==> src/hw/dlid_defs.svh <==
// constants for the drive link instruction decoder
`ifndef DLID_DEFS_SVH
`define DLID_DEFS_SVH

// instruction codes
`define DLID_CODE_FAULT_LO   8'h74
`define DLID_CODE_FAULT_HI   8'h77
`define DLID_CODE_RUN_EXT    8'hF9
`define DLID_CODE_RUN        8'hFA
`define DLID_CODE_STAT_EXT   8'h79
`define DLID_CODE_STAT       8'h7A
`define DLID_CODE_FREQ_RD_V  8'h6D
`define DLID_CODE_FREQ_RD_NV 8'h6E
`define DLID_CODE_FREQ_WR_V  8'hED
`define DLID_CODE_FREQ_WR_NV 8'hEE
`define DLID_CODE_MON_SEL    8'hF3

// limits and reset values
`define DLID_FREQ_MAX        16'h9C40
`define DLID_FREQ_RST        16'h0000
`define DLID_MON_RST         8'h01
`define DLID_EXT_ON          8'h01
`define DLID_FAULT_DEPTH     8
`define DLID_FAULT_PAIRS 4

// run command bit positions
`define DLID_RUN_FWD_BIT 1
`define DLID_RUN_REV_BIT 2

`endif

==> src/hw/dlid_pkg.sv <==
// types for the drive link instruction decoder
`default_nettype none
package dlid_pkg;
    typedef enum logic [1:0] {
        DLID_FMT_STD,
        DLID_FMT_EXT,
        DLID_FMT_NONE
    } dlid_fmt_t;
endpackage
`default_nettype wire

==> src/hw/dlid_decoder.sv <==
// instruction decoder for a drive's serial link
`timescale 1ns/1ps
`default_nettype none
`include "dlid_defs.svh"

module dlid_decoder (
    // clock and reset
    input wire logic clk_i,
    input wire logic rst_i,
    // instruction request
    input wire logic req_i,
    input wire logic wr_i,
    input wire logic [7:0] code_i,
    input wire logic [15:0] wdata_i,
    // drive state, from logic on this clock
    input wire logic [7:0] fault_code_i [`DLID_FAULT_DEPTH],
    input wire logic [7:0] out_state_i,
    input wire logic speed_display_parameter_i,
    input wire logic [7:0] link_ext_i,
    // reply
    output logic ack_o,
    output logic err_o,
    output logic [15:0] rdata_o,
    output dlid_pkg::dlid_fmt_t fmt_o,
    // applied commands
    output logic forward_run_input_o,
    output logic reverse_run_input_o,
    output logic [7:0] run_cmd_o,
    output logic [7:0] mon_sel_o,
    output logic [15:0] freq_set_o,
    output logic nv_wr_o,
    output logic [15:0] nv_data_o
);
    import dlid_pkg::*;

    // ------------------------------------------------------------
    // code decode
    // ------------------------------------------------------------
    logic is_fault;
    logic is_run;
    logic is_stat;
    logic is_frd_v;
    logic is_frd_nv;
    logic is_fwr_v;
    logic is_fwr_nv;
    logic is_mon;
    logic rd_known;
    logic wr_known;
    logic known;
    logic take_rd;
    logic take_wr;
    logic speed_ext;
    logic [1:0] fidx;
    logic [15:0] fault_pair [`DLID_FAULT_PAIRS];
    logic [15:0] rdata_d;
    dlid_fmt_t fmt_d;
    logic [7:0] run_q;
    logic [7:0] mon_q;
    logic [15:0] freq_q;
    logic [15:0] nv_q;

    assign is_fault = (code_i >= `DLID_CODE_FAULT_LO) && (code_i <= `DLID_CODE_FAULT_HI);
    assign is_run = (code_i == `DLID_CODE_RUN_EXT) || (code_i == `DLID_CODE_RUN);
    assign is_stat = (code_i == `DLID_CODE_STAT_EXT) || (code_i == `DLID_CODE_STAT);
    assign is_frd_v = code_i == `DLID_CODE_FREQ_RD_V;
    assign is_frd_nv = code_i == `DLID_CODE_FREQ_RD_NV;
    assign is_fwr_v = code_i == `DLID_CODE_FREQ_WR_V;
    assign is_fwr_nv = code_i == `DLID_CODE_FREQ_WR_NV;
    assign is_mon = code_i == `DLID_CODE_MON_SEL;

    // a code is honoured only in its own direction; the other one is refused with no state change
    assign rd_known = is_fault || is_stat || is_frd_v || is_frd_nv;
    assign wr_known = is_run || is_fwr_v || is_fwr_nv || is_mon;
    assign known = wr_i ? wr_known : rd_known;
    assign take_rd = req_i && !wr_i && rd_known;
    assign take_wr = req_i && wr_i && wr_known;

    // ------------------------------------------------------------
    // fault history pairs
    // ------------------------------------------------------------
    // record 0 is the latest; each pair carries its older record in the high byte
    for (genvar p = 0; p < `DLID_FAULT_PAIRS; p = p + 1) begin : g_fault_pair
        assign fault_pair[p] = {fault_code_i[2 * p + 1], fault_code_i[2 * p]};
    end
    assign fidx = code_i[1:0];

    // ------------------------------------------------------------
    // read data and reply format
    // ------------------------------------------------------------
    // speed scaling only changes units and reply length; the stored word is taken as is
    assign speed_ext = speed_display_parameter_i && (link_ext_i == `DLID_EXT_ON);

    always_comb begin
        rdata_d = 16'h0000;
        if (is_fault) begin
            rdata_d = fault_pair[fidx];
        end else if (is_stat) begin
            rdata_d = {8'h00, out_state_i};
        end else if (is_frd_v) begin
            rdata_d = freq_q;
        end else if (is_frd_nv) begin
            rdata_d = nv_q;
        end
    end

    always_comb begin
        fmt_d = DLID_FMT_STD;
        if ((is_frd_v || is_frd_nv) && speed_ext) begin
            fmt_d = DLID_FMT_EXT;
        end
    end

    // ------------------------------------------------------------
    // reply
    // ------------------------------------------------------------
    // ack and err are one-cycle pulses, one edge after the request is taken
    always_ff @(posedge clk_i or posedge rst_i) begin
        if (rst_i) begin
            ack_o <= 1'b0;
        end else begin
            ack_o <= req_i && known;
        end
    end

    always_ff @(posedge clk_i or posedge rst_i) begin
        if (rst_i) begin
            err_o <= 1'b0;
        end else begin
            err_o <= req_i && !known;
        end
    end

    // read data and format hold until the next accepted read
    always_ff @(posedge clk_i or posedge rst_i) begin
        if (rst_i) begin
            rdata_o <= 16'h0000;
        end else if (take_rd) begin
            rdata_o <= rdata_d;
        end
    end

    always_ff @(posedge clk_i or posedge rst_i) begin
        if (rst_i) begin
            fmt_o <= DLID_FMT_NONE;
        end else if (take_rd) begin
            fmt_o <= fmt_d;
        end
    end

    // ------------------------------------------------------------
    // run command and monitor selection
    // ------------------------------------------------------------
    always_ff @(posedge clk_i or posedge rst_i) begin
        if (rst_i) begin
            run_q <= 8'h00;
        end else if (take_wr && is_run) begin
            run_q <= wdata_i[7:0];
        end
    end

    always_ff @(posedge clk_i or posedge rst_i) begin
        if (rst_i) begin
            mon_q <= `DLID_MON_RST;
        end else if (take_wr && is_mon) begin
            mon_q <= wdata_i[7:0];
        end
    end

    // ------------------------------------------------------------
    // set frequency storage
    // ------------------------------------------------------------
    // the host keeps writes at or below the 400 Hz code; out-of-range words are still stored
    always_ff @(posedge clk_i or posedge rst_i) begin
        if (rst_i) begin
            freq_q <= `DLID_FREQ_RST;
        end else if (take_wr && (is_fwr_v || is_fwr_nv)) begin
            freq_q <= wdata_i;
        end
    end

    always_ff @(posedge clk_i or posedge rst_i) begin
        if (rst_i) begin
            nv_q <= `DLID_FREQ_RST;
        end else if (take_wr && is_fwr_nv) begin
            nv_q <= wdata_i;
        end
    end

    // one pulse per dual write, so the slow store is committed exactly once
    always_ff @(posedge clk_i or posedge rst_i) begin
        if (rst_i) begin
            nv_wr_o <= 1'b0;
        end else begin
            nv_wr_o <= take_wr && is_fwr_nv;
        end
    end

    // ------------------------------------------------------------
    // applied outputs
    // ------------------------------------------------------------
    assign forward_run_input_o = run_q[`DLID_RUN_FWD_BIT];
    assign reverse_run_input_o = run_q[`DLID_RUN_REV_BIT];
    assign run_cmd_o = run_q;
    assign mon_sel_o = mon_q;
    assign freq_set_o = freq_q;
    assign nv_data_o = nv_q;

endmodule // dlid_decoder
`default_nettype wire

==> config.mk <==
export PLATFORM = sky130hd
export DESIGN_NAME = dlid_decoder
export DESIGN_NICKNAME = d
export VERILOG_FILES = /design/src/hw/dlid_pkg.sv /design/src/hw/dlid_decoder.sv
export VERILOG_INCLUDE_DIRS = /design/src /design/src/hw
export SDC_FILE = /design/constraint.sdc
export NUM_CORES = 1
export LEC_CHECK = 0
export BUFFER_PORTS_ARGS = -buffer_cell sky130_fd_sc_hd__buf_2
export CORE_MARGIN = 8
export CORE_UTILIZATION = 30
export CTS_BUF_LIST = sky130_fd_sc_hd__clkbuf_4
export CTS_CLUSTER_SIZE = 16
export DETAILED_ROUTE_END_ITERATION = 12
export SYNTH_ARGS = -nofsm -noshare
export SYNTH_HDL_FRONTEND = slang
export SYNTH_SLANG_ARGS = --single-unit
==> constraint.sdc <==
create_clock -name clk_i -period 5.7 [get_ports clk_i]
set_clock_uncertainty 0.2 [all_clocks]
set_input_delay 0.57 -clock clk_i [delete_from_list [all_inputs] [get_ports clk_i]]
set_output_delay 0.57 -clock clk_i [all_outputs]
set_load 0.02 [all_outputs]
# ---- After elaboration in Yosys (flattened, before gate mapping)
# Index checks and enable logic that the tools add are counted.
dict set report totals {
  output_inout_bits 71
  ff_bits 69
  in_bits 109
}
dict set report classes {
  mux 9
  bitwise 1
  n_eq_ne 10
  n_lt_le_gt_ge 3
  n_reduce_logical 25
}
# operator n
set op_table {}
lappend op_table {{16-bit 2-to-1 mux} 6}
lappend op_table {{8-bit equality test (second input constant)} 5}
lappend op_table {{16-bit binary-select mux with 2-bit select} 1}
lappend op_table {{8-bit by 7-bit equality test with 1-bit output (second input constant)} 4}
lappend op_table {{1-bit logical AND} 13}
lappend op_table {{1-bit logical OR} 10}
lappend op_table {{8-bit by 1-bit equality test with 1-bit output (second input constant)} 1}
lappend op_table {{8-bit by 7-bit greater-or-equal comparator with 1-bit output (second input constant)} 1}
lappend op_table {{8-bit by 7-bit less-or-equal comparator with 1-bit output (second input constant)} 1}
lappend op_table {{3-bit greater-or-equal comparator (second input constant)} 1}
lappend op_table {{2-bit NOT with 3-bit output} 1}
lappend op_table {{1-bit zero test} 2}
lappend op_table {{1-bit 2-to-1 mux} 2}

# ---- Logic depth before layout (Yosys ltp)
dict set report logic_depth {
  ltp_word 8
  ltp_mapped 7
  ltp_nobuf 4
}

# ---- Worst setup path before layout
# Ideal clock, no wire load.
dict set report synth_path {
  path_kind {input-to-reg}
  startpoint {input code_i[4]}
  endpoint {register nv_q[10] (netlist: nv_data_o[10])}
  slack_ps 3385
  cell_stages 5
  setup_time_ps 125
  arrival_ps 1990
  n_path_buf 1
  t_required_ps 5375
  path_cell_list {nand4b_4 > or3b_4 > nor3b_4 > buf_12 > mux2_4}
}
dict set report synth_between {
  elab_chain_len 7
}
# item line
set synth_lines {}
lappend synth_lines {{start, declared} dlid_decoder.sv:13} ;# input wire logic [7:0] code_i,
lappend synth_lines {{8-bit equality test (no source line)} --}
lappend synth_lines {{1-bit logical OR} dlid_decoder.sv:63} ;# assign is_run = (code_i == `DLID_CODE_RUN_EXT) || (code_i == `DLID_CODE_RUN);
lappend synth_lines {{1-bit logical OR (3 in a row)} dlid_decoder.sv:73} ;# assign wr_known = is_run || is_fwr_v || is_fwr_nv || is_mon;
lappend synth_lines {{1-bit logical AND} dlid_decoder.sv:76} ;# assign take_wr = req_i && wr_i && wr_known;
lappend synth_lines {{1-bit logical AND (*)} dlid_decoder.sv:184} ;# end else if (take_wr && is_fwr_nv) begin
lappend synth_lines {{end signal, assigned} dlid_decoder.sv:183} ;# nv_q <= `DLID_FREQ_RST;
lappend synth_lines {{end signal, assigned} dlid_decoder.sv:185} ;# nv_q <= wdata_i;
lappend synth_lines {{end, declared} dlid_decoder.sv:60} ;# logic [15:0] nv_q;
# Every way passes the cells marked *; elsewhere a longest branch is shown, timed or not.
# A chain may end at the register's enable or synchronous reset.

# ---- Final worst setup path
dict set report layout_path {
  startpoint {input code_i[0]}
  endpoint {register rdata_o[1]}
}
dict set report layout_between {
  elab_chain_len 6
}
# item line
set layout_lines {}
lappend layout_lines {{8-bit by 7-bit greater-or-equal comparator with 1-bit output (no source line), or another cell as far along} --}
lappend layout_lines {{1-bit logical AND / 1-bit logical OR (equally long branches)} {dlid_decoder.sv:62, dlid_decoder.sv:64}}
lappend layout_lines {{1-bit logical OR (3 in a row)} dlid_decoder.sv:72} ;# assign rd_known = is_fault || is_stat || is_frd_v || is_frd_nv;
lappend layout_lines {{1-bit logical AND} dlid_decoder.sv:75} ;# assign take_rd = req_i && !wr_i && rd_known;
lappend layout_lines {{end signal, assigned} dlid_decoder.sv:138} ;# rdata_o <= rdata_d;
lappend layout_lines {{end, declared} dlid_decoder.sv:23} ;# output logic [15:0] rdata_o,
# Several ways; a longest one is shown, not always the timed one. The select of a mux whose other input is x is not followed.

==> metrics.txt <==
status finished, final reports clean; initial antenna violation count 1; Reg-to-Reg End rdata_o[1]$_DFFE_PP0P_; syn_nets 357; hold depth 2; Cells after Synth about 250; critical path class in -> reg; achievable frequency between 300 and 400 MHz; chip height 125.9 um; crit path max fanout 22; Worst-Skew Late Latency 0.42 ns; core area around 12000 sq um; Syn-to-layout area delta 30.86%; Worst R2R Setup Slack 4.16 ns; Hold EP nv_data_o[8]$_DFFE_PP0P_; first-pass GRT wire length approximately 19000 um; DR vias/cell approximately 5.0; Reg2Reg Depth 3; Sink Count 69; period utilization a little over half; critical path capture point type register; R2R Path Start nv_data_o[1]$_DFFE_PP0P_; gr ovfl total 0; Slew HR ~32%; class of the worst hold path in -> reg; Post-Syn Area per Cell about 15 sq um; wire per inst around 21 um; Worst Path Arrival ~3.2 ns; final setup TNS 0 ns; Antenna Violating Nets Remaining 0; H-tree levels 3; PwrDens between 200 and 250 nW/um^2; startpoint types input port; post-synthesis sequential area ratio between 40% and 50%; Yosys warning count 0; P_leak approximately 2.5 nW; Hold Vio Cnt, Final 0; DRT Pass-1 Iters 4; Yosys top cell by area dfrtp_1; min-delay src wdata_i[8]; via count 2881; I/O Buffers approximately 180; switching share of total power between 20% and 30%; Internal approximately 720 uW; worst vdd ir between 100 and 150 uV; number of setup buffers added after CTS 0; CP required between 5 and 6 ns; clk root buf clkbuf_4; share of layout cells above drive strength 1 67.83%; Max Root-Sink Buffers 2; Sw Pwr between 200 and 300 uW; CTS tree yes; maxcap violations 0; Gate power share ~16%; final core occ between 30 and 40%; 1st-iter DRT viols 115; top-area cell type share of the netlist area between 40% and 50%; sequential power share a little over half; Top Layer Used met4; Reg clk slew, reported paths ~0.11 ns; RSZ-0062 raised after global routing no; number of hold buffers added after cts 0; largest net degree at the start of global routing 70; All-Layer GR Usage between 10% and 20%; CTS Buf Count 9; Cell variety after synth 43; Post-Syn Area around 3600 sq um; top-level I/O count 180; Resized Gates After CTS 0; Post-DP HPWL ~9500 um; Area contributors post-synth dfrtp_1 (46%), mux2_2 (17%), mux4_2 (9.9%); Slew @ Worst Pin between 1 and 1.5 ns; Final Slew Violations 0; Final setup viols 0; vias in the first global route roughly 3200; wire length on met3 597 um; fin nets between 500 and 600; wirelength, routed approximately 12000 um; DR WL met2 6540 um; standard-cell rows 40; die width 125.9 um; Initial Util 30.43%; RePlAce Congestion approximately 0.74; DRC Markers 0; Die ar. 15860 sq um; wire length on met1 about 4900 um; Clk pwr share 31.6%; crit path time final between 3 and 4 ns; flops & latches, synth roughly 70
## cell type report
cell class | instances | area [sq um]
well taps | 147 | 183.9
fillers | 1183 | 7168
clock buffers | 10 | 75.07
diodes | 1 | 2.502
clock inverters | 6 | 53.80
multi-input cells | 158 | 1762
inverters | 3 | 11.26
repair buffers | 183 | 925.9
flip-flops and latches | 69 | 1729
## power by group through the flow
stage                     sequential, mW  combinational [mW]  clock [mW]
after floorplan                    0.541              0.0682           0
after global placement             0.523               0.159           0
after detailed placement           0.524               0.162           0
after CTS                          0.514               0.162       0.324
after global routing               0.516               0.173       0.345
final                              0.514               0.160       0.312
## placed cells by master (no fill, tap or decap), drive strengths merged, types with 2 or more instances in the layout
cell	count
a221o	8
a22o	8
a22oi	8
and3	2
buf	183
clkbuf	10
clkinv	5
dfrtp	67
dfstp	2
inv	3
mux2	65
mux4	16
nand4b	2
nor2	5
nor2b	5
nor3	3
nor3b	10
nor4	2
o2bb2ai	8
xor2	2
## cell families after synthesis
kind of cell	after synthesis	share of synthesized area (%)
flops	69	47.70
buf+inv	21	3.694
mux	81	31.07
simple gates	38	8.077
xor+xnor	3	0.7250
compound gates	36	8.734
## worst max path at each step
stage,slack (ns),depth (start not counted),to,from
floorplan,3.19,1,ack_o$_DFF_PP0_,rst_i
finish,2.65,5,rdata_o[1]$_DFFE_PP0P_,code_i[0]
global route,2.49,5,rdata_o[14]$_DFFE_PP0P_,code_i[0]
global placement,2.27,5,rdata_o[12]$_DFFE_PP0P_,code_i[0]
detailed placement,2.17,5,rdata_o[0]$_DFFE_PP0P_,code_i[0]
CTS,2.66,5,rdata_o[12]$_DFFE_PP0P_,code_i[0]
## state kept, by name, summed over array words and instances, names as in the netlist
register	count
freq_set_o	16
nv_data_o	16
rdata_o	16
mon_sel_o	8
run_cmd_o	8
fmt_o	2
ack_o	1
err_o	1
nv_wr_o	1
## per-layer routing
metal  track usage, %  vias to the layer above
met5                0                        -
met2            26.84                       82
met4            5.520                        0
li1                 -                     1319
met3            3.207                       12
met1            18.25                     1468
## per-stage QoR
step / setup slack (ns) / hold slack [ns] / area, sq um / instances / power (mW)
floorplan: 3.193 / 0.3182 / 3625 / 248 / 0.6090
global placement: 2.274 / 0.2746 / 4612 / 560 / 0.6820
detailed placement: 2.173 / 0.2771 / 4612 / 560 / 0.6855
CTS: 2.656 / 0.1488 / 4741 / 576 / 1.000
global route: 2.490 / 0.1529 / 4743 / 577 / 1.034
finish: 2.649 / 0.1920 / 4743 / 577 / 0.9857
## cell usage after synthesis, drive strengths merged
| master | n |
|---|---|
| mux4 | 16 |
| nand2b | 1 |
| nand3b | 1 |
| o311a | 1 |
| nor2 | 5 |
| dfrtp | 67 |
| a22oi | 8 |
| nand4 | 1 |
| or2 | 1 |
| xor2 | 2 |
| a221o | 8 |
| nor3 | 3 |
| clkbuf | 4 |
| dfstp | 2 |
| a22o | 8 |
| inv | 3 |
| or2b | 1 |
| nor3b | 10 |
| o2bb2ai | 8 |
| o31a | 1 |
| nand4b | 2 |
| and3 | 2 |
| a32o | 1 |
| nand2 | 1 |
| xnor2 | 1 |
| o21a | 1 |
| nor2b | 5 |
| mux2 | 65 |
| nor4 | 2 |
| nand3 | 1 |
| buf | 14 |
| and4bb | 1 |
| or3b | 1 |
## worst max-delay path, cell delays in order
cell     delay, ns
buf_2         0.56
xnor2_1       0.25
nor3b_2       0.53
o311a_1       0.81
mux2_2        0.42
(Power assumes the default switching activity.)
